$ cat config.mk
export PLATFORM = sky130hd
export DESIGN_NAME = pswv_status
export DESIGN_NICKNAME = d
export VERILOG_FILES = /design/src/design/pswv_pkg.sv /design/src/design/pswv_alert_gate.sv /design/src/design/pswv_flag_bank.sv /design/src/design/pswv_status.sv
export SDC_FILE = /design/constraint.sdc
export NUM_CORES = 1
export LEC_CHECK = 0
export BUFFER_PORTS_ARGS = -buffer_cell sky130_fd_sc_hd__buf_2
export CAP_MARGIN = 25
export CORE_MARGIN = 10
export CORE_UTILIZATION = 40
export CTS_CLUSTER_DIAMETER = 100
export CTS_CLUSTER_SIZE = 40
export DETAILED_ROUTE_END_ITERATION = 10
export PLACE_DENSITY_LB_ADDON = 0.3
export SYNTH_ARGS = -nofsm -noshare
export SYNTH_HDL_FRONTEND = slang
export SYNTH_HIERARCHICAL = 1
export SYNTH_SLANG_ARGS = --single-unit
$ cat constraint.sdc
create_clock -name clk_i -period 2.2 [get_ports clk_i]
set_input_delay 0.66 -clock clk_i [delete_from_list [all_inputs] [get_ports clk_i]]
set_output_delay 0.66 -clock clk_i [all_outputs]
set_load 0.01 [all_outputs]
$ cat src/design/pswv_pkg.sv
package pswv_pkg;

	// ---------------------------------------------------------------
	// Command codes
	// ---------------------------------------------------------------
	localparam logic [7:0] CMD_STATUS_BYTE = 8'h78;
	localparam logic [7:0] CMD_STATUS_WORD = 8'h79;
	localparam logic [7:0] CMD_OUTPUT_VOLTAGE_FAULT_FLAGS = 8'h7A;

	// ---------------------------------------------------------------
	// Fault summary word, upper byte
	// ---------------------------------------------------------------
	localparam int SW_VOUT = 15;
	localparam int SW_IOUT = 14;
	localparam int SW_INPUT = 13;
	localparam int SW_MFR = 12;
	localparam int SW_PWR_GOOD = 11;
	localparam int SW_RSVD10 = 10;
	localparam int SW_OTHER = 9;
	localparam int SW_UNKNOWN_CLR = 8;

	// ---------------------------------------------------------------
	// Fault summary word, low byte (shared status byte)
	// ---------------------------------------------------------------
	localparam int SB_BUSY = 7;
	localparam int SB_OFF = 6;
	localparam int SB_VOUT_OV = 5;
	localparam int SB_IOUT_OC = 4;
	localparam int SB_VIN_UV = 3;
	localparam int SB_TEMP = 2;
	localparam int SB_CML = 1;
	localparam int SB_NOTA = 0;

	// ---------------------------------------------------------------
	// Output voltage fault flags
	// ---------------------------------------------------------------
	localparam int VO_OVF = 7;
	localparam int VO_OVW = 6;
	localparam int VO_UVW = 5;
	localparam int VO_UVF = 4;
	localparam int VO_MINMAX = 3;
	localparam int VO_TONMAX = 2;
	localparam logic [7:0] VO_IMPL = 8'hFC;
	localparam logic [7:0] VO_RESET = 8'h00;
	localparam logic [15:0] SW_RESET = 16'h0000;

	// ---------------------------------------------------------------
	// Decoded access kinds
	// ---------------------------------------------------------------
	typedef enum logic [2:0] {
		PSWV_ACC_NONE,
		PSWV_ACC_READ,
		PSWV_ACC_WR_BYTE,
		PSWV_ACC_WR_WORD,
		PSWV_ACC_WR_VOUT,
		PSWV_ACC_BAD
	} pswv_acc_t;

endpackage

$ cat src/design/pswv_alert_gate.sv
`timescale 1ns/1ps
module pswv_alert_gate #(
	parameter int W = 8
) (
	input wire logic clk_i,
	input wire logic rst_i,
	input wire logic [W-1:0] flags_i,
	input wire logic [W-1:0] mask_i,
	output logic alert_o
);

	generate
		if (W < 1) begin : g_bad_param
			$error("W must be at least 1");
		end
	endgenerate

	logic alert_q;

	always_ff @(posedge clk_i) begin
		if (rst_i) begin
			alert_q <= 1'b0;
		end else begin
			alert_q <= |(flags_i & ~mask_i);
		end
	end

	assign alert_o = alert_q;

endmodule

$ cat src/design/pswv_flag_bank.sv
`timescale 1ns/1ps
module pswv_flag_bank #(
	parameter int W = 8,
	parameter logic [W-1:0] IMPL = '1
) (
	input wire logic clk_i,
	input wire logic rst_i,
	input wire logic [W-1:0] set_i,
	input wire logic [W-1:0] clr_i,
	output logic [W-1:0] flags_o
);

	generate
		if (W < 1) begin : g_bad_param
			$error("W must be at least 1");
		end
	endgenerate

	logic [W-1:0] flags_q;
	logic [W-1:0] flags_d;

	// Set wins over clear so an event arriving during a clear is kept.
	always_comb begin
		flags_d = ((flags_q & ~clr_i) | set_i) & IMPL;
	end

	always_ff @(posedge clk_i) begin
		if (rst_i) begin
			flags_q <= '0;
		end else begin
			flags_q <= flags_d;
		end
	end

	assign flags_o = flags_q;

endmodule

$ cat src/design/pswv_status.sv
// Function
// [RL1] Fault summary word answers at 79h, word access
// [RL2] Low byte is the shared status byte
// [RL3] Bit 15 shows output voltage fault summary
// [RL4] Bit 14 shows output current fault summary
// [RL5] Bit 13 shows input fault summary
// [RL6] Bit 12 shows manufacturer fault summary
// [RL7] Bit 11 is live power-good copy
// [RL8] Bit 9 shows other fault summary
// [RL9] Bits 10 and 8 read zero
// [RL10] Writing 0080h clears busy flag
// [RL11] Writing 0180h clears busy and unknown flags
// [RL12] Each alerting status bit has mask bit
// [RL13] Voltage fault flags answer at 7Ah, byte access
// [RL14] Write one clears flag, clear-all clears all
// [RL15] Bit 7 latches output overvoltage fault
// [RL16] Overvoltage mask covers three sources, extended per-source
// [RL17] Bit 6 latches output overvoltage warning
// [RL18] Bit 5 latches output undervoltage warning
// [RL19] Bit 4 latches output undervoltage fault
// [RL20] Bits 3,2 latch limit and turn-on timeout
// [RL21] Voltage flag bits 1,0 read zero
// [RL22] Busy flag set when too busy
// [RL23] Summary bits are OR of detailed flags
// [RL24] Writes to upper summary byte ignored
`timescale 1ns/1ps
module pswv_status #(
	parameter int OV_SRC_N = 3
) (
	input wire logic clk_i,
	input wire logic rst_i,
	// Command port.
	input wire logic txn_valid_i,
	input wire logic txn_write_i,
	input wire logic txn_word_i,
	input wire logic [7:0] txn_cmd_i,
	input wire logic [15:0] txn_wdata_i,
	output logic txn_hit_o,
	output logic rd_valid_o,
	output logic [15:0] rd_data_o,
	// Events from fault detection.
	input wire logic [OV_SRC_N-1:0] ov_fault_src_i,
	input wire logic ov_warn_i,
	input wire logic uv_warn_i,
	input wire logic uv_fault_i,
	input wire logic vout_limit_i,
	input wire logic ton_max_i,
	input wire logic busy_event_i,
	input wire logic clear_faults_i,
	// Summaries of the other status registers and live states.
	input wire logic iout_any_i,
	input wire logic iout_oc_i,
	input wire logic input_any_i,
	input wire logic vin_uv_i,
	input wire logic mfr_any_i,
	input wire logic other_any_i,
	input wire logic temp_any_i,
	input wire logic cml_any_i,
	input wire logic unit_off_i,
	input wire logic power_good_output_i,
	// Alert masks.
	input wire logic [7:0] vout_alert_mask_i,
	input wire logic busy_alert_mask_i,
	input wire logic [OV_SRC_N-1:0] extended_alert_mask_i,
	output logic alert_o,
	output logic unknown_flag_o,
	output logic [15:0] status_word_o,
	output logic [7:0] vout_flags_o
);

	// ---------------------------------------------------------------
	// Parameter check
	// ---------------------------------------------------------------
	generate
		if (OV_SRC_N < 1 || OV_SRC_N > 8) begin : g_bad_param
			$error("OV_SRC_N must lie between 1 and 8");
		end
	endgenerate

	// ---------------------------------------------------------------
	// Decode
	// ---------------------------------------------------------------
	// Access size is part of the command: a byte access to the word
	// command, or a word access to a byte command, is refused.
	function automatic pswv_pkg::pswv_acc_t decode(
		input logic valid,
		input logic wr,
		input logic word,
		input logic [7:0] cmd
	);
		pswv_pkg::pswv_acc_t k;
		k = pswv_pkg::PSWV_ACC_NONE;
		if (valid) begin
			case (cmd)
				pswv_pkg::CMD_STATUS_BYTE: begin
					if (word) begin
						k = pswv_pkg::PSWV_ACC_BAD;
					end else begin
						k = wr ? pswv_pkg::PSWV_ACC_WR_BYTE : pswv_pkg::PSWV_ACC_READ;
					end
				end
				pswv_pkg::CMD_STATUS_WORD: begin
					if (!word) begin
						k = pswv_pkg::PSWV_ACC_BAD;
					end else begin
						k = wr ? pswv_pkg::PSWV_ACC_WR_WORD : pswv_pkg::PSWV_ACC_READ;
					end
				end
				pswv_pkg::CMD_OUTPUT_VOLTAGE_FAULT_FLAGS: begin
					if (word) begin
						k = pswv_pkg::PSWV_ACC_BAD;
					end else begin
						k = wr ? pswv_pkg::PSWV_ACC_WR_VOUT : pswv_pkg::PSWV_ACC_READ;
					end
				end
				default: begin
					k = pswv_pkg::PSWV_ACC_NONE;
				end
			endcase
		end
		return k;
	endfunction

	pswv_pkg::pswv_acc_t acc;

	always_comb begin
		acc = decode(txn_valid_i, txn_write_i, txn_word_i, txn_cmd_i);
	end

	// A hit means the access is ours and of the right size.
	assign txn_hit_o = (acc != pswv_pkg::PSWV_ACC_NONE) && (acc != pswv_pkg::PSWV_ACC_BAD);

	// ---------------------------------------------------------------
	// Output voltage fault flags
	// ---------------------------------------------------------------
	logic [7:0] vout_set;
	logic [7:0] vout_clr;
	logic [7:0] vout_flags;

	always_comb begin
		vout_set = '0;
		vout_set[pswv_pkg::VO_OVF] = |ov_fault_src_i; // RL15
		vout_set[pswv_pkg::VO_OVW] = ov_warn_i; // RL17
		vout_set[pswv_pkg::VO_UVW] = uv_warn_i; // RL18
		vout_set[pswv_pkg::VO_UVF] = uv_fault_i; // RL19
		vout_set[pswv_pkg::VO_MINMAX] = vout_limit_i; // RL20
		vout_set[pswv_pkg::VO_TONMAX] = ton_max_i; // RL20
	end

	always_comb begin
		vout_clr = '0;
		if (clear_faults_i) begin
			vout_clr = '1; // RL14
		end else if (acc == pswv_pkg::PSWV_ACC_WR_VOUT) begin
			vout_clr = txn_wdata_i[7:0]; // RL14
		end
	end

	// Unsupported bits are held at zero by the implemented-bit mask.
	pswv_flag_bank #(
		.W(8),
		.IMPL(pswv_pkg::VO_IMPL)
	) u_vout_flags (
		.clk_i(clk_i),
		.rst_i(rst_i),
		.set_i(vout_set),
		.clr_i(vout_clr),
		.flags_o(vout_flags)
	); // RL21

	// ---------------------------------------------------------------
	// Overvoltage source record
	// ---------------------------------------------------------------
	// Which sources raised the overvoltage flag is remembered so the
	// extended mask can gate each on its own; it follows the flag's clear.
	logic [OV_SRC_N-1:0] ov_src_q;
	logic ov_clr;

	assign ov_clr = vout_clr[pswv_pkg::VO_OVF];

	always_ff @(posedge clk_i) begin
		if (rst_i) begin
			ov_src_q <= '0;
		end else begin
			ov_src_q <= (ov_src_q & {OV_SRC_N{~ov_clr}}) | ov_fault_src_i; // RL16
		end
	end

	// ---------------------------------------------------------------
	// Busy and unknown flags
	// ---------------------------------------------------------------
	logic busy_q;
	logic unknown_q;
	logic busy_clr;
	logic unknown_clr;
	logic unknown_set;

	// A set data bit clears the flag; writing zero leaves it alone.
	always_comb begin
		busy_clr = 1'b0;
		unknown_clr = 1'b0;
		if (clear_faults_i) begin
			busy_clr = 1'b1;
			unknown_clr = 1'b1;
		end else if (acc == pswv_pkg::PSWV_ACC_WR_WORD) begin
			busy_clr = txn_wdata_i[pswv_pkg::SB_BUSY]; // RL10
			unknown_clr = txn_wdata_i[pswv_pkg::SW_UNKNOWN_CLR]; // RL11
		end else if (acc == pswv_pkg::PSWV_ACC_WR_BYTE) begin
			busy_clr = txn_wdata_i[pswv_pkg::SB_BUSY]; // RL2
		end
	end

	assign unknown_set = (acc == pswv_pkg::PSWV_ACC_BAD);

	always_ff @(posedge clk_i) begin
		if (rst_i) begin
			busy_q <= 1'b0;
		end else if (busy_event_i) begin
			busy_q <= 1'b1; // RL22
		end else if (busy_clr) begin
			busy_q <= 1'b0;
		end
	end

	always_ff @(posedge clk_i) begin
		if (rst_i) begin
			unknown_q <= 1'b0;
		end else if (unknown_set) begin
			unknown_q <= 1'b1;
		end else if (unknown_clr) begin
			unknown_q <= 1'b0; // RL11
		end
	end

	// ---------------------------------------------------------------
	// Summary word assembly
	// ---------------------------------------------------------------
	// The word is formed from the flags every cycle, so there is no
	// separate upper-byte storage that a write could touch.
	logic [15:0] word_d;
	logic vout_any;

	assign vout_any = |vout_flags; // RL23

	always_comb begin
		word_d = pswv_pkg::SW_RESET;
		word_d[pswv_pkg::SW_VOUT] = vout_any; // RL3
		word_d[pswv_pkg::SW_IOUT] = iout_any_i; // RL4
		word_d[pswv_pkg::SW_INPUT] = input_any_i; // RL5
		word_d[pswv_pkg::SW_MFR] = mfr_any_i; // RL6
		word_d[pswv_pkg::SW_PWR_GOOD] = power_good_output_i; // RL7
		word_d[pswv_pkg::SW_RSVD10] = 1'b0; // RL9
		word_d[pswv_pkg::SW_OTHER] = other_any_i; // RL8
		word_d[pswv_pkg::SW_UNKNOWN_CLR] = 1'b0; // RL9
		word_d[pswv_pkg::SB_BUSY] = busy_q; // RL2
		word_d[pswv_pkg::SB_OFF] = unit_off_i;
		word_d[pswv_pkg::SB_VOUT_OV] = vout_flags[pswv_pkg::VO_OVF]; // RL23
		word_d[pswv_pkg::SB_IOUT_OC] = iout_oc_i;
		word_d[pswv_pkg::SB_VIN_UV] = vin_uv_i;
		word_d[pswv_pkg::SB_TEMP] = temp_any_i;
		word_d[pswv_pkg::SB_CML] = cml_any_i;
		word_d[pswv_pkg::SB_NOTA] = (vout_any & ~vout_flags[pswv_pkg::VO_OVF])
			| (iout_any_i & ~iout_oc_i) | (input_any_i & ~vin_uv_i)
			| mfr_any_i | other_any_i;
	end

	logic [15:0] word_q;

	// Writes never land here: the upper byte is read-only.
	always_ff @(posedge clk_i) begin
		if (rst_i) begin
			word_q <= pswv_pkg::SW_RESET;
		end else begin
			word_q <= word_d; // RL24
		end
	end

	assign status_word_o = word_q;
	assign vout_flags_o = vout_flags;
	assign unknown_flag_o = unknown_q;

	// ---------------------------------------------------------------
	// Read answers
	// ---------------------------------------------------------------
	logic rd_valid_q;
	logic [15:0] rd_data_q;

	always_ff @(posedge clk_i) begin
		if (rst_i) begin
			rd_valid_q <= 1'b0;
		end else begin
			rd_valid_q <= (acc == pswv_pkg::PSWV_ACC_READ);
		end
	end

	// Byte reads sit in the low bits with the upper byte at zero.
	always_ff @(posedge clk_i) begin
		if (rst_i) begin
			rd_data_q <= '0;
		end else if (acc == pswv_pkg::PSWV_ACC_READ) begin
			case (txn_cmd_i)
				pswv_pkg::CMD_STATUS_WORD: begin
					rd_data_q <= word_d; // RL1
				end
				pswv_pkg::CMD_STATUS_BYTE: begin
					rd_data_q <= {8'h00, word_d[7:0]}; // RL2
				end
				pswv_pkg::CMD_OUTPUT_VOLTAGE_FAULT_FLAGS: begin
					rd_data_q <= {8'h00, vout_flags}; // RL13
				end
				default: begin
					rd_data_q <= '0;
				end
			endcase
		end
	end

	assign rd_valid_o = rd_valid_q;
	assign rd_data_o = rd_data_q;

	// ---------------------------------------------------------------
	// Alert gating
	// ---------------------------------------------------------------
	// The overvoltage flag alerts only through an unmasked source that
	// raised it; its own mask bit still silences all sources together.
	logic [8:0] alert_flags;
	logic [8:0] alert_mask;
	logic ov_alert_src;

	assign ov_alert_src = |(ov_src_q & ~extended_alert_mask_i); // RL16

	always_comb begin
		alert_flags = {busy_q, vout_flags};
		alert_flags[pswv_pkg::VO_OVF] = vout_flags[pswv_pkg::VO_OVF] & ov_alert_src;
		alert_mask = {busy_alert_mask_i, vout_alert_mask_i}; // RL12
	end

	pswv_alert_gate #(
		.W(9)
	) u_alert (
		.clk_i(clk_i),
		.rst_i(rst_i),
		.flags_i(alert_flags),
		.mask_i(alert_mask),
		.alert_o(alert_o)
	); // RL12

endmodule
==> key figures, run 1 <==
Global route
  • Global-route wire length before repair: 8850 µm
  • Total track usage: 14.2%
  • Met1 Use GR: 16.5%
  • Initial antenna violation count: 0
  • Grt ovf: 0
  • Vias in the first global route: 1907
  • GR Util met3: 7.35%
  • Grt peak-use layer: met2
  • Routing usage on met2: 22.2%
  • Pin count of the biggest net entering global routing: 31

Clock network
  • Clock Latency Late Sink: 290 ps
  • TritonCTS clock tree: done
  • Clk Tree Root Cell: clkbuf_8
  • Post-CTS setup buffers: 0
  • Cts hold-fix bufs: 0
  • CTS buffer count: 5
  • # resized after CTS: 0
  • Maximum clock path buffer count: 2
  • Clock-pin slew on the worst setup and hold paths: 80 ps
  • H-Tree Depth: 2
  • Clk sinks: 41

Yosys
  • Yosys warns: 6
  • Post-Syn Instances: 225
  • Avg Cell Area, Syn: 8.35 µm²
  • Mapped Area: 0.00188 mm²

Critical path
  • Crit path required time: 1540 ps
  • Crit. End Element: output pin
  • Startpoint Class: primary input
  • Worst setup path class: in2out
  • Critical path arrival: 1420 ps
  • Worst Path Max Fanout: 4

Timing
  • Fin Clk Skew: 5.45 ps
  • Final min period: 2080 ps
  • Post-Route Setup TNS: 0 ps
  • Final setup viols: 0
  • Hold Fails Final Rpt: 0
  • Max Clk Rate: 0.482 GHz
  • Fin. max-slew vios: 0
  • RSZ-0062 raised after global routing: no
  • Final period util: 94.4%

Finish
  • Non-Filler Instances: 368
  • Final net count: 377
  • Number of fill cells: 439
  • Multi-input logic area: 886 µm²
  • Area grow syn2layout: 31.2%
  • Finished Core Util: 55.4%
  • FF/Latch Area: 821 µm²
  • Post-Layout Inst Area: 0.00246 mm²
  • Share of cells above drive strength 1: 37.0%
  • ANT cells: 0

Routing
  • Drt initial violations: 103
  • Via density: 4.98
  • Via count: 1831
  • Routed WL: 5470 µm
  • Residual DRC count: 0
  • Antenna-violating nets left: 0
  • First-pass detailed-route iteration total: 8
  • Wire per inst: 14.9 µm

Floorplanning
  • Core Region: 0.00444 mm²
  • Chip width: 88.5 µm
  • Die H: 88.5 µm
  • Initial Util: 42.3%
  • Die area: 0.00784 mm²
  • # rows: 24
  • Number of top-level pins: 105

Placed design
  • Number of port buffers: 89
  • RD Place Congestion: 0.815
  • Cell total after placement: 361
  • Placed cell area: 0.00236 mm²
  • DPL Wire Length: 4400 µm

Pwr
  • VDD IR-drop max: 402 µV
  • Pwr/cell area: 642 mW/mm²
  • P_leak: 1.24 nW
  • Final Power: 1.58 mW

Run
  • MaxCap Viol Count: 0

Status
  • Outcome: completed

Worst hold path
  • Hold Path Class: reg2reg
[critical path: stages]
cell and delay (ps):
buf_2 100, and4bb_2 290, nand2_1 110, nor2_1 120, buf_2 130
[layout make-up]
cell class / count / area share [%]
well taps: 52 / 2.64
clock inverters: 2 / 1.42
inverters: 26 / 3.96
repair buffers: 95 / 19.9
flip-flops and latches: 41 / 33.3
multi-input cells: 147 / 36.0
clock buffers: 5 / 2.79
[flip-flops by register name (all words and copies together) (netlist names)]
name                  cells
unknown_flag_o            1
rd_valid_o                1
u_alert/alert_o           1
u_vout_flags/flags_o      6
busy_q                    1
status_word_o            14
rd_data_o                14
ov_src_q                  3
[stage by stage]
step                      worst slack, ps  hold WS, ps
after global placement                121          436
final                                 123          450
after CTS                             112          451
after detailed placement              116          442
after floorplan                       271          455
after global routing                 56.7          474
[power breakdown]
group | switching, mW | leakage (nW) | internal [mW]
sequential | 0.0209 | 0.338 | 0.770
clock | 0.248 | 0.0540 | 0.330
combinational | 0.113 | 0.853 | 0.102
[worst paths after layout]
| kind | depth (start not counted) | slack (ps) | to | start |
|---|---|---|---|---|
| worst max-delay path | 5 | 120 | txn_hit_o | txn_cmd_i[2] |
| worst min register to register | 2 | 450 | rd_data_o[14]$_SDFFE_PP0P_ | rd_data_o[14]$_SDFFE_PP0P_ |
| worst max register to register | 4 | 890 | rd_data_o[15]$_SDFFE_PP0P_ | u_vout_flags/flags_o[3]$_SDFF_PP0_ |
| worst min-delay path | 2 | 450 | rd_data_o[14]$_SDFFE_PP0P_ | rd_data_o[14]$_SDFFE_PP0P_ |
[cells in the final DEF, fill, tap and decap left out, types with 3 or more instances in the layout]
master / n
buf_2: 89
dfxtp_1: 41
nand2_1: 31
inv_1: 26
a21oi_1: 20
nor2_1: 13
nand3_1: 12
o22ai_1: 8
nor2b_1: 8
conb_1: 6
buf_4: 6
nand2b_4: 6
a21o_1: 5
clkbuf_8: 5
a32o_1: 3
a31oi_1: 3
[layer usage]
layer / vias to the layer above / wire length [µm]
met5: - / 0
met4: 0 / 59
met3: 7 / 663
met2: 78 / 2410
met1: 809 / 2340
li1: 937 / -
Power figures use the tool's default switching activity.
==> run 2: changes to the inputs <==
Settings changed: CORE_MARGIN 10 to not set.
==> run 2 against run 1 <==
The run now ends with DRC left. Combinational power about the same. Final cell count unchanged. Design area down 0.71%. Flip-flop and latch count unchanged. Total power down 5.8%. First-iteration DRC count up 36%. Clock skew up 1.6 ps. Fmax about the same. Sequential share of layout area up 0.24 points. Worst hold slack better by 0.60 ps. Non-clock buffer count unchanged. Critical path type unchanged.
==> key figures, run 2 (synthesis results as in run 1) <==
Critical path
  • Startpoint Class: primary input
  • CP most frequent cell: buf_2
  • Crit path required time: 1540 ps
  • CP max-delay cell: and4bb_2
  • Crit. End Element: output pin
  • Worst setup path class: in2out
  • Worst reg2reg path startpoint: u_vout_flags/flags_o[3]$_SDFF_PP0_
  • CP cell instances: buf_2 > and4bb_2 > nand2_1 > nor2_1 > buf_2
  • Worst Setup SP: txn_cmd_i[2]
  • Worst Path Max Fanout: 4
  • Critical Path Max Stage Delay: 290 ps
  • Critical path arrival: 1420 ps

Clock network
  • Clock Latency Late Sink: 290 ps
  • Clk sinks: 41
  • Cts hold-fix bufs: 0
  • # resized after CTS: 0
  • TritonCTS clock tree: done
  • Post-CTS setup buffers: 0
  • CTS buffer count: 5
  • Clk Tree Root Cell: clkbuf_8
  • Maximum clock path buffer count: 2
  • H-Tree Depth: 2
  • Clock-pin slew on the worst setup and hold paths: 70 ps

Timing
  • RSZ-0062 raised after global routing: no
  • Max Clk Rate: 0.481 GHz
  • Fin. max-slew vios: 0
  • Final hold slack: 451 ps
  • Final min period: 2080 ps
  • Fin Clk Skew: 7.03 ps
  • Final period util: 94.4%
  • Post-Route Setup TNS: 0 ps
  • Hold Fails Final Rpt: 0
  • Final setup viols: 0

Global route
  • Vias in the first global route: 1707
  • Total track usage: 19.5%
  • Initial antenna violation count: 0
  • Pin count of the biggest net entering global routing: 23
  • Global-route wire length before repair: 7780 µm
  • Grt ovf: 0

Floorplanning
  • Core Region: 0.00444 mm²
  • Die area: 0.00497 mm²
  • # rows: 24
  • Die H: 70.5 µm
  • Number of top-level pins: 105
  • Chip width: 70.5 µm
  • Initial Util: 42.3%

Routing
  • First-pass detailed-route iteration total: 8
  • Via density: 5.01
  • Antenna-violating nets left: 0
  • Drt initial violations: 140
  • Residual DRC count: 14
  • Routed WL: 4600 µm
  • Wire per inst: 12.5 µm
  • Via count: 1845

Pwr
  • Pwr/cell area: 609 mW/mm²
  • P_leak: 1.23 nW
  • VDD IR-drop max: 310 µV

Worst hold path
  • Hold Path Class: reg2reg
  • Hold Path Origin: rd_data_o[11]$_SDFFE_PP0P_

Status
  • Failing checks: DRC
  • Outcome: complete, but fails checks

Placed design
  • Number of port buffers: 89
  • RD Place Congestion: 0.791
  • DPL Wire Length: 3490 µm

Finish
  • Most frequent cells in the layout: 89 x buf_2, 41 x dfxtp_1, 31 x nand2_1, 26 x inv_1, 20 x a21oi_1
  • Share of cells above drive strength 1: 36.7%
  • ANT cells: 0
  • Leading cell type in the layout, fill and taps excluded: buf_2
  • Number of fill cells: 455
  • Final net count: 377
  • Finished Core Util: 55.0%
  • Area grow syn2layout: 30.2%

Run
  • MaxCap Viol Count: 0
-- run 2: cell count changes in the layout (fill, tap and decap cells not counted) --
cell       change
clkbuf_1       +1
clkbuf_8       +1
clkinv_2       -1
bufinv_16      -1
-- run 2: layout make-up --
cell class | instances | area (µm²) | share of cell area [%]
multi-input cells | 147 | 886 | 36.2
flip-flops and latches | 41 | 821 | 33.6
repair buffers | 95 | 490 | 20.1
inverters | 26 | 97.6 | 3.99
clock buffers | 7 | 86.3 | 3.53
well taps | 52 | 65.1 | 2.66
-- run 2: critical path: cells and delay by family --
| family | cells | cell delay [ps] |
|---|---|---|
| buffers and inverters | 2 | 230 |
| AND/OR/NAND/NOR | 3 | 530 |
-- run 2: power by group --
part / switching [mW] / internal, mW / leakage [nW]
clock network: 0.239 / 0.249 / 0.0443
logic: 0.110 / 0.102 / 0.853
registers: 0.0207 / 0.770 / 0.338
-- run 2: per-layer routing --
layer	part of all wire, %	global-route usage [%]
met1	46	26.4
met2	45	29.6
met3	8.1	5.19
met4	1.3	7.48
met5	0	0
-- run 2: worst paths after layout --
check / end / slack (ps) / cells after the start
max: txn_hit_o / 120 / 5
max reg2reg: rd_data_o[15]$_SDFFE_PP0P_ / 890 / 4
min: rd_data_o[11]$_SDFFE_PP0P_ / 450 / 2
min reg2reg: rd_data_o[11]$_SDFFE_PP0P_ / 450 / 2
-- run 2: stage by stage --
step | power, mW | cells | area, µm² | setup slack, ps
floorplan | 0.928 | 229 | 1890 | 271
global placement | 1.02 | 361 | 2360 | 123
detailed placement | 1.02 | 361 | 2360 | 124
CTS | 1.51 | 368 | 2450 | 124
global route | 1.56 | 368 | 2450 | 20.6
finish | 1.49 | 368 | 2450 | 122
==> run 3: changes to the inputs <==
--- a/config.mk
+++ b/config.mk
@@ -16,3 +16,2 @@
 export SYNTH_HDL_FRONTEND = slang
-export SYNTH_HIERARCHICAL = 1
 export SYNTH_SLANG_ARGS = --single-unit
==> constraint.sdc (replaced) <==
create_clock -name clk_i -period 2.2 [get_ports clk_i]
set_input_delay 0 -clock clk_i [delete_from_list [all_inputs] [get_ports clk_i]]
set_output_delay 0 -clock clk_i [all_outputs]
set_load 0.01 [all_outputs]
==> run 3 against run 2 <==
The run now ends clean. Design area is 5.3% higher. Die area is 3.2% lower. Utilization grew 4.1 points. Register-to-register slack got worse by 300 ps. Sequential share of layout area decreased by 1.7 points. Flip-flop and latch count did not move. Combinational power rose by 4%. Critical path type is now in2reg. Largest cell class unchanged.
==> key figures, run 3 <==
Finish
  • Final net count: 377
  • Non-Filler Instances: 369
  • ANT cells: 0
  • Area grow syn2layout: 41.9%
  • Share of cells above drive strength 1: 32.8%
  • Most frequent cells in the layout: 87 x buf_2, 41 x dfxtp_1, 23 x inv_1, 22 x nand2_1, 22 x dlygate4sd3_1
  • Number of fill cells: 415
  • Finished Core Util: 59.2%
  • Leading cell type in the layout, fill and taps excluded: buf_2

Pwr
  • Sequential power share: 48.6%
  • Switching share of power: 22.7%
  • Cell internal pwr: 1.25 mW
  • Pwr/cell area: 628 mW/mm²
  • Clock share of power: 37.8%
  • VDD IR-drop max: 346 µV
  • Sw power: 368 µW
  • P_leak: 1.22 nW
  • Part of the power in combinational logic: 13.6%

Clock network
  • CTS buffer count: 5
  • Clk Tree Root Cell: clkbuf_8
  • TritonCTS clock tree: done
  • Maximum clock path buffer count: 2
  • # resized after CTS: 0
  • Clock Latency Late Sink: 290 ps
  • Clk sinks: 41
  • H-Tree Depth: 2
  • Clock-pin slew on the worst setup and hold paths: 70 ps

Run
  • MaxCap Viol Count: 0

Global route
  • Initial antenna violation count: 0
  • Grt ovf: 0
  • Total track usage: 18.9%
  • Global-route wire length before repair: 7340 µm
  • Pin count of the biggest net entering global routing: 46
  • Vias in the first global route: 1714

Routing
  • Via density: 4.88
  • Routed WL: 4390 µm
  • Via count: 1799
  • First-pass detailed-route iteration total: 4
  • Antenna-violating nets left: 0
  • Residual DRC count: 0
  • Drt initial violations: 86
  • Wire per inst: 11.9 µm

Floorplanning
  • Number of top-level pins: 105
  • Initial Util: 41.7%
  • Core Region: 0.00435 mm²
  • Chip width: 69.4 µm
  • # rows: 24
  • Die H: 69.4 µm
  • Die area: 0.00481 mm²

Timing
  • Hold Fails Final Rpt: 0
  • Post-Route Setup TNS: 0 ps
  • Max_slew headroom: 48.9%
  • Final worst setup slack: 403 ps
  • Final setup viols: 0
  • Actual slew at the worst max-slew pin: 767 ps
  • Final hold slack: 4.47 ps
  • Max Clk Rate: 0.557 GHz
  • Final period util: 81.7%
  • RSZ-0062 raised after global routing: no
  • Fin Clk Skew: 4.15 ps
  • Fin. max-slew vios: 0
  • Final min period: 1800 ps

Placed design
  • Cell total after placement: 339
  • Number of port buffers: 87
  • DPL Wire Length: 3120 µm
  • RD Place Congestion: 0.741
  • Pre-CTS setup slack: 597 ps

Yosys
  • Post-Syn Instances: 212
  • Post-synth EDFFs: 0
  • Yosys top cell area share: 45.2%
  • Post-synth top cells: 41 x dfxtp_1, 23 x inv_1, 22 x nand2_1, 21 x a21oi_1
  • Ys async rst share: 0%
  • Avg Cell Area, Syn: 8.56 µm²
  • Yosys warns: 0
  • Synth unique cells: 42
  • Most numerous cell in the Yosys netlist: dfxtp_1
  • Synthesized flop and latch total: 41
  • Top cells by area, synth: dfxtp_1 45%, a21oi_1 5.8%, inv_1 4.8%, nand2_1 4.5%, nand3_1 3.0%
  • Mapped Area: 0.00182 mm²
  • Post-synth top area cell: dfxtp_1
  • Top FF cell, synth: dfxtp_1
  • Sequential fraction of the synthesis area: 45.2%

Critical path
  • Worst setup path class: in2reg
  • Crit path required time: 2380 ps
  • Startpoint Class: primary input
  • Worst Path Max Fanout: 21
  • Crit. End Element: flip-flop
  • Critical path arrival: 1970 ps

Worst hold path
  • Hold Path Class: in2reg

Status
  • Outcome: completed
[run 3: cell types whose count changed in the layout (fill, tap and decap cells not counted), sizes merged, moves of 3 or more]
cell / delta
nand3b: +8
dlygate4sd3: +22
nand2b: -4
a31oi: -3
and2: -3
a21o: -5
a32o: -3
nand2: -9
buf: -7
o21ai: +5
inv: -3
a211o: +5
[run 3: cell type report]
cell class,count,area [µm²],area share [%]
inverter,23,86.3,3.35
clock buffer,7,86.3,3.35
timing repair buffer,110,663,25.7
sequential,41,821,31.9
tap,52,65.1,2.53
clock inverter,1,30.0,1.17
multi-input combinational,135,825,32.0
[run 3: routing by layer]
metal	GRT usage, %	up-vias	part of all wire (%)
met4	6.12	0	1.3
li1	-	921	-
met2	33.5	63	48
met3	4.65	7	5.4
met5	0	-	0
met1	22.2	808	45
[run 3: final timing paths]
check | start | to | slack (ps) | cells past startpoint
worst max-delay path | txn_cmd_i[1] | u_vout_flags.flags_o[2]$_SDFF_PP0_ | 400 | 6
worst min-delay path | txn_wdata_i[6] | u_vout_flags.flags_o[6]$_SDFF_PP0_ | 4 | 3
worst max register to register | u_vout_flags.flags_o[7]$_SDFF_PP0_ | rd_data_o[0]$_SDFFE_PP0P_ | 590 | 4
worst min register to register | rd_data_o[7]$_SDFFE_PP0P_ | rd_data_o[7]$_SDFFE_PP0P_ | 450 | 2
[run 3: worst max-delay path, cell delays in order]
cell           delay, ps
buf_2                300
or3b_1               400
nor4_2               430
a211o_1              210
a21oi_1               60
dlygate4sd3_1        580
[run 3: power groups by stage]
stage	Sequential (mW)	Clock (mW)	Combinational [mW]
2_1_floorplan	0.813	0	0.102
3_3_place_gp	0.803	0	0.187
3_5_place_dp	0.804	0	0.189
4_1_cts	0.787	0.627	0.220
5_1_grt	0.790	0.655	0.243
6_report	0.787	0.612	0.220
[run 3: stage by stage]
step	cell area (µm²)	power [mW]
floorplan	1830	0.915
global route	2580	1.69
detailed placement	2240	0.994
global placement	2240	0.991
CTS	2580	1.63
finish	2580	1.62
[run 3: logic make-up (layout without fill, tap and decap cells)]
logic type	Yosys count	count (layout)	share of synthesized area [%]
simple gates	82	82	26.9
compound gates	47	47	17.2
flops	41	41	45.2
buf+inv	41	141	10.4
other cells	1	6	0.207
[run 3: timing repair]
item / 4_1_cts / 5_1_grt
hold endpoints to repair: 25 / 0
setup buffers: 0 / 0
hold buffers: 22 / 0
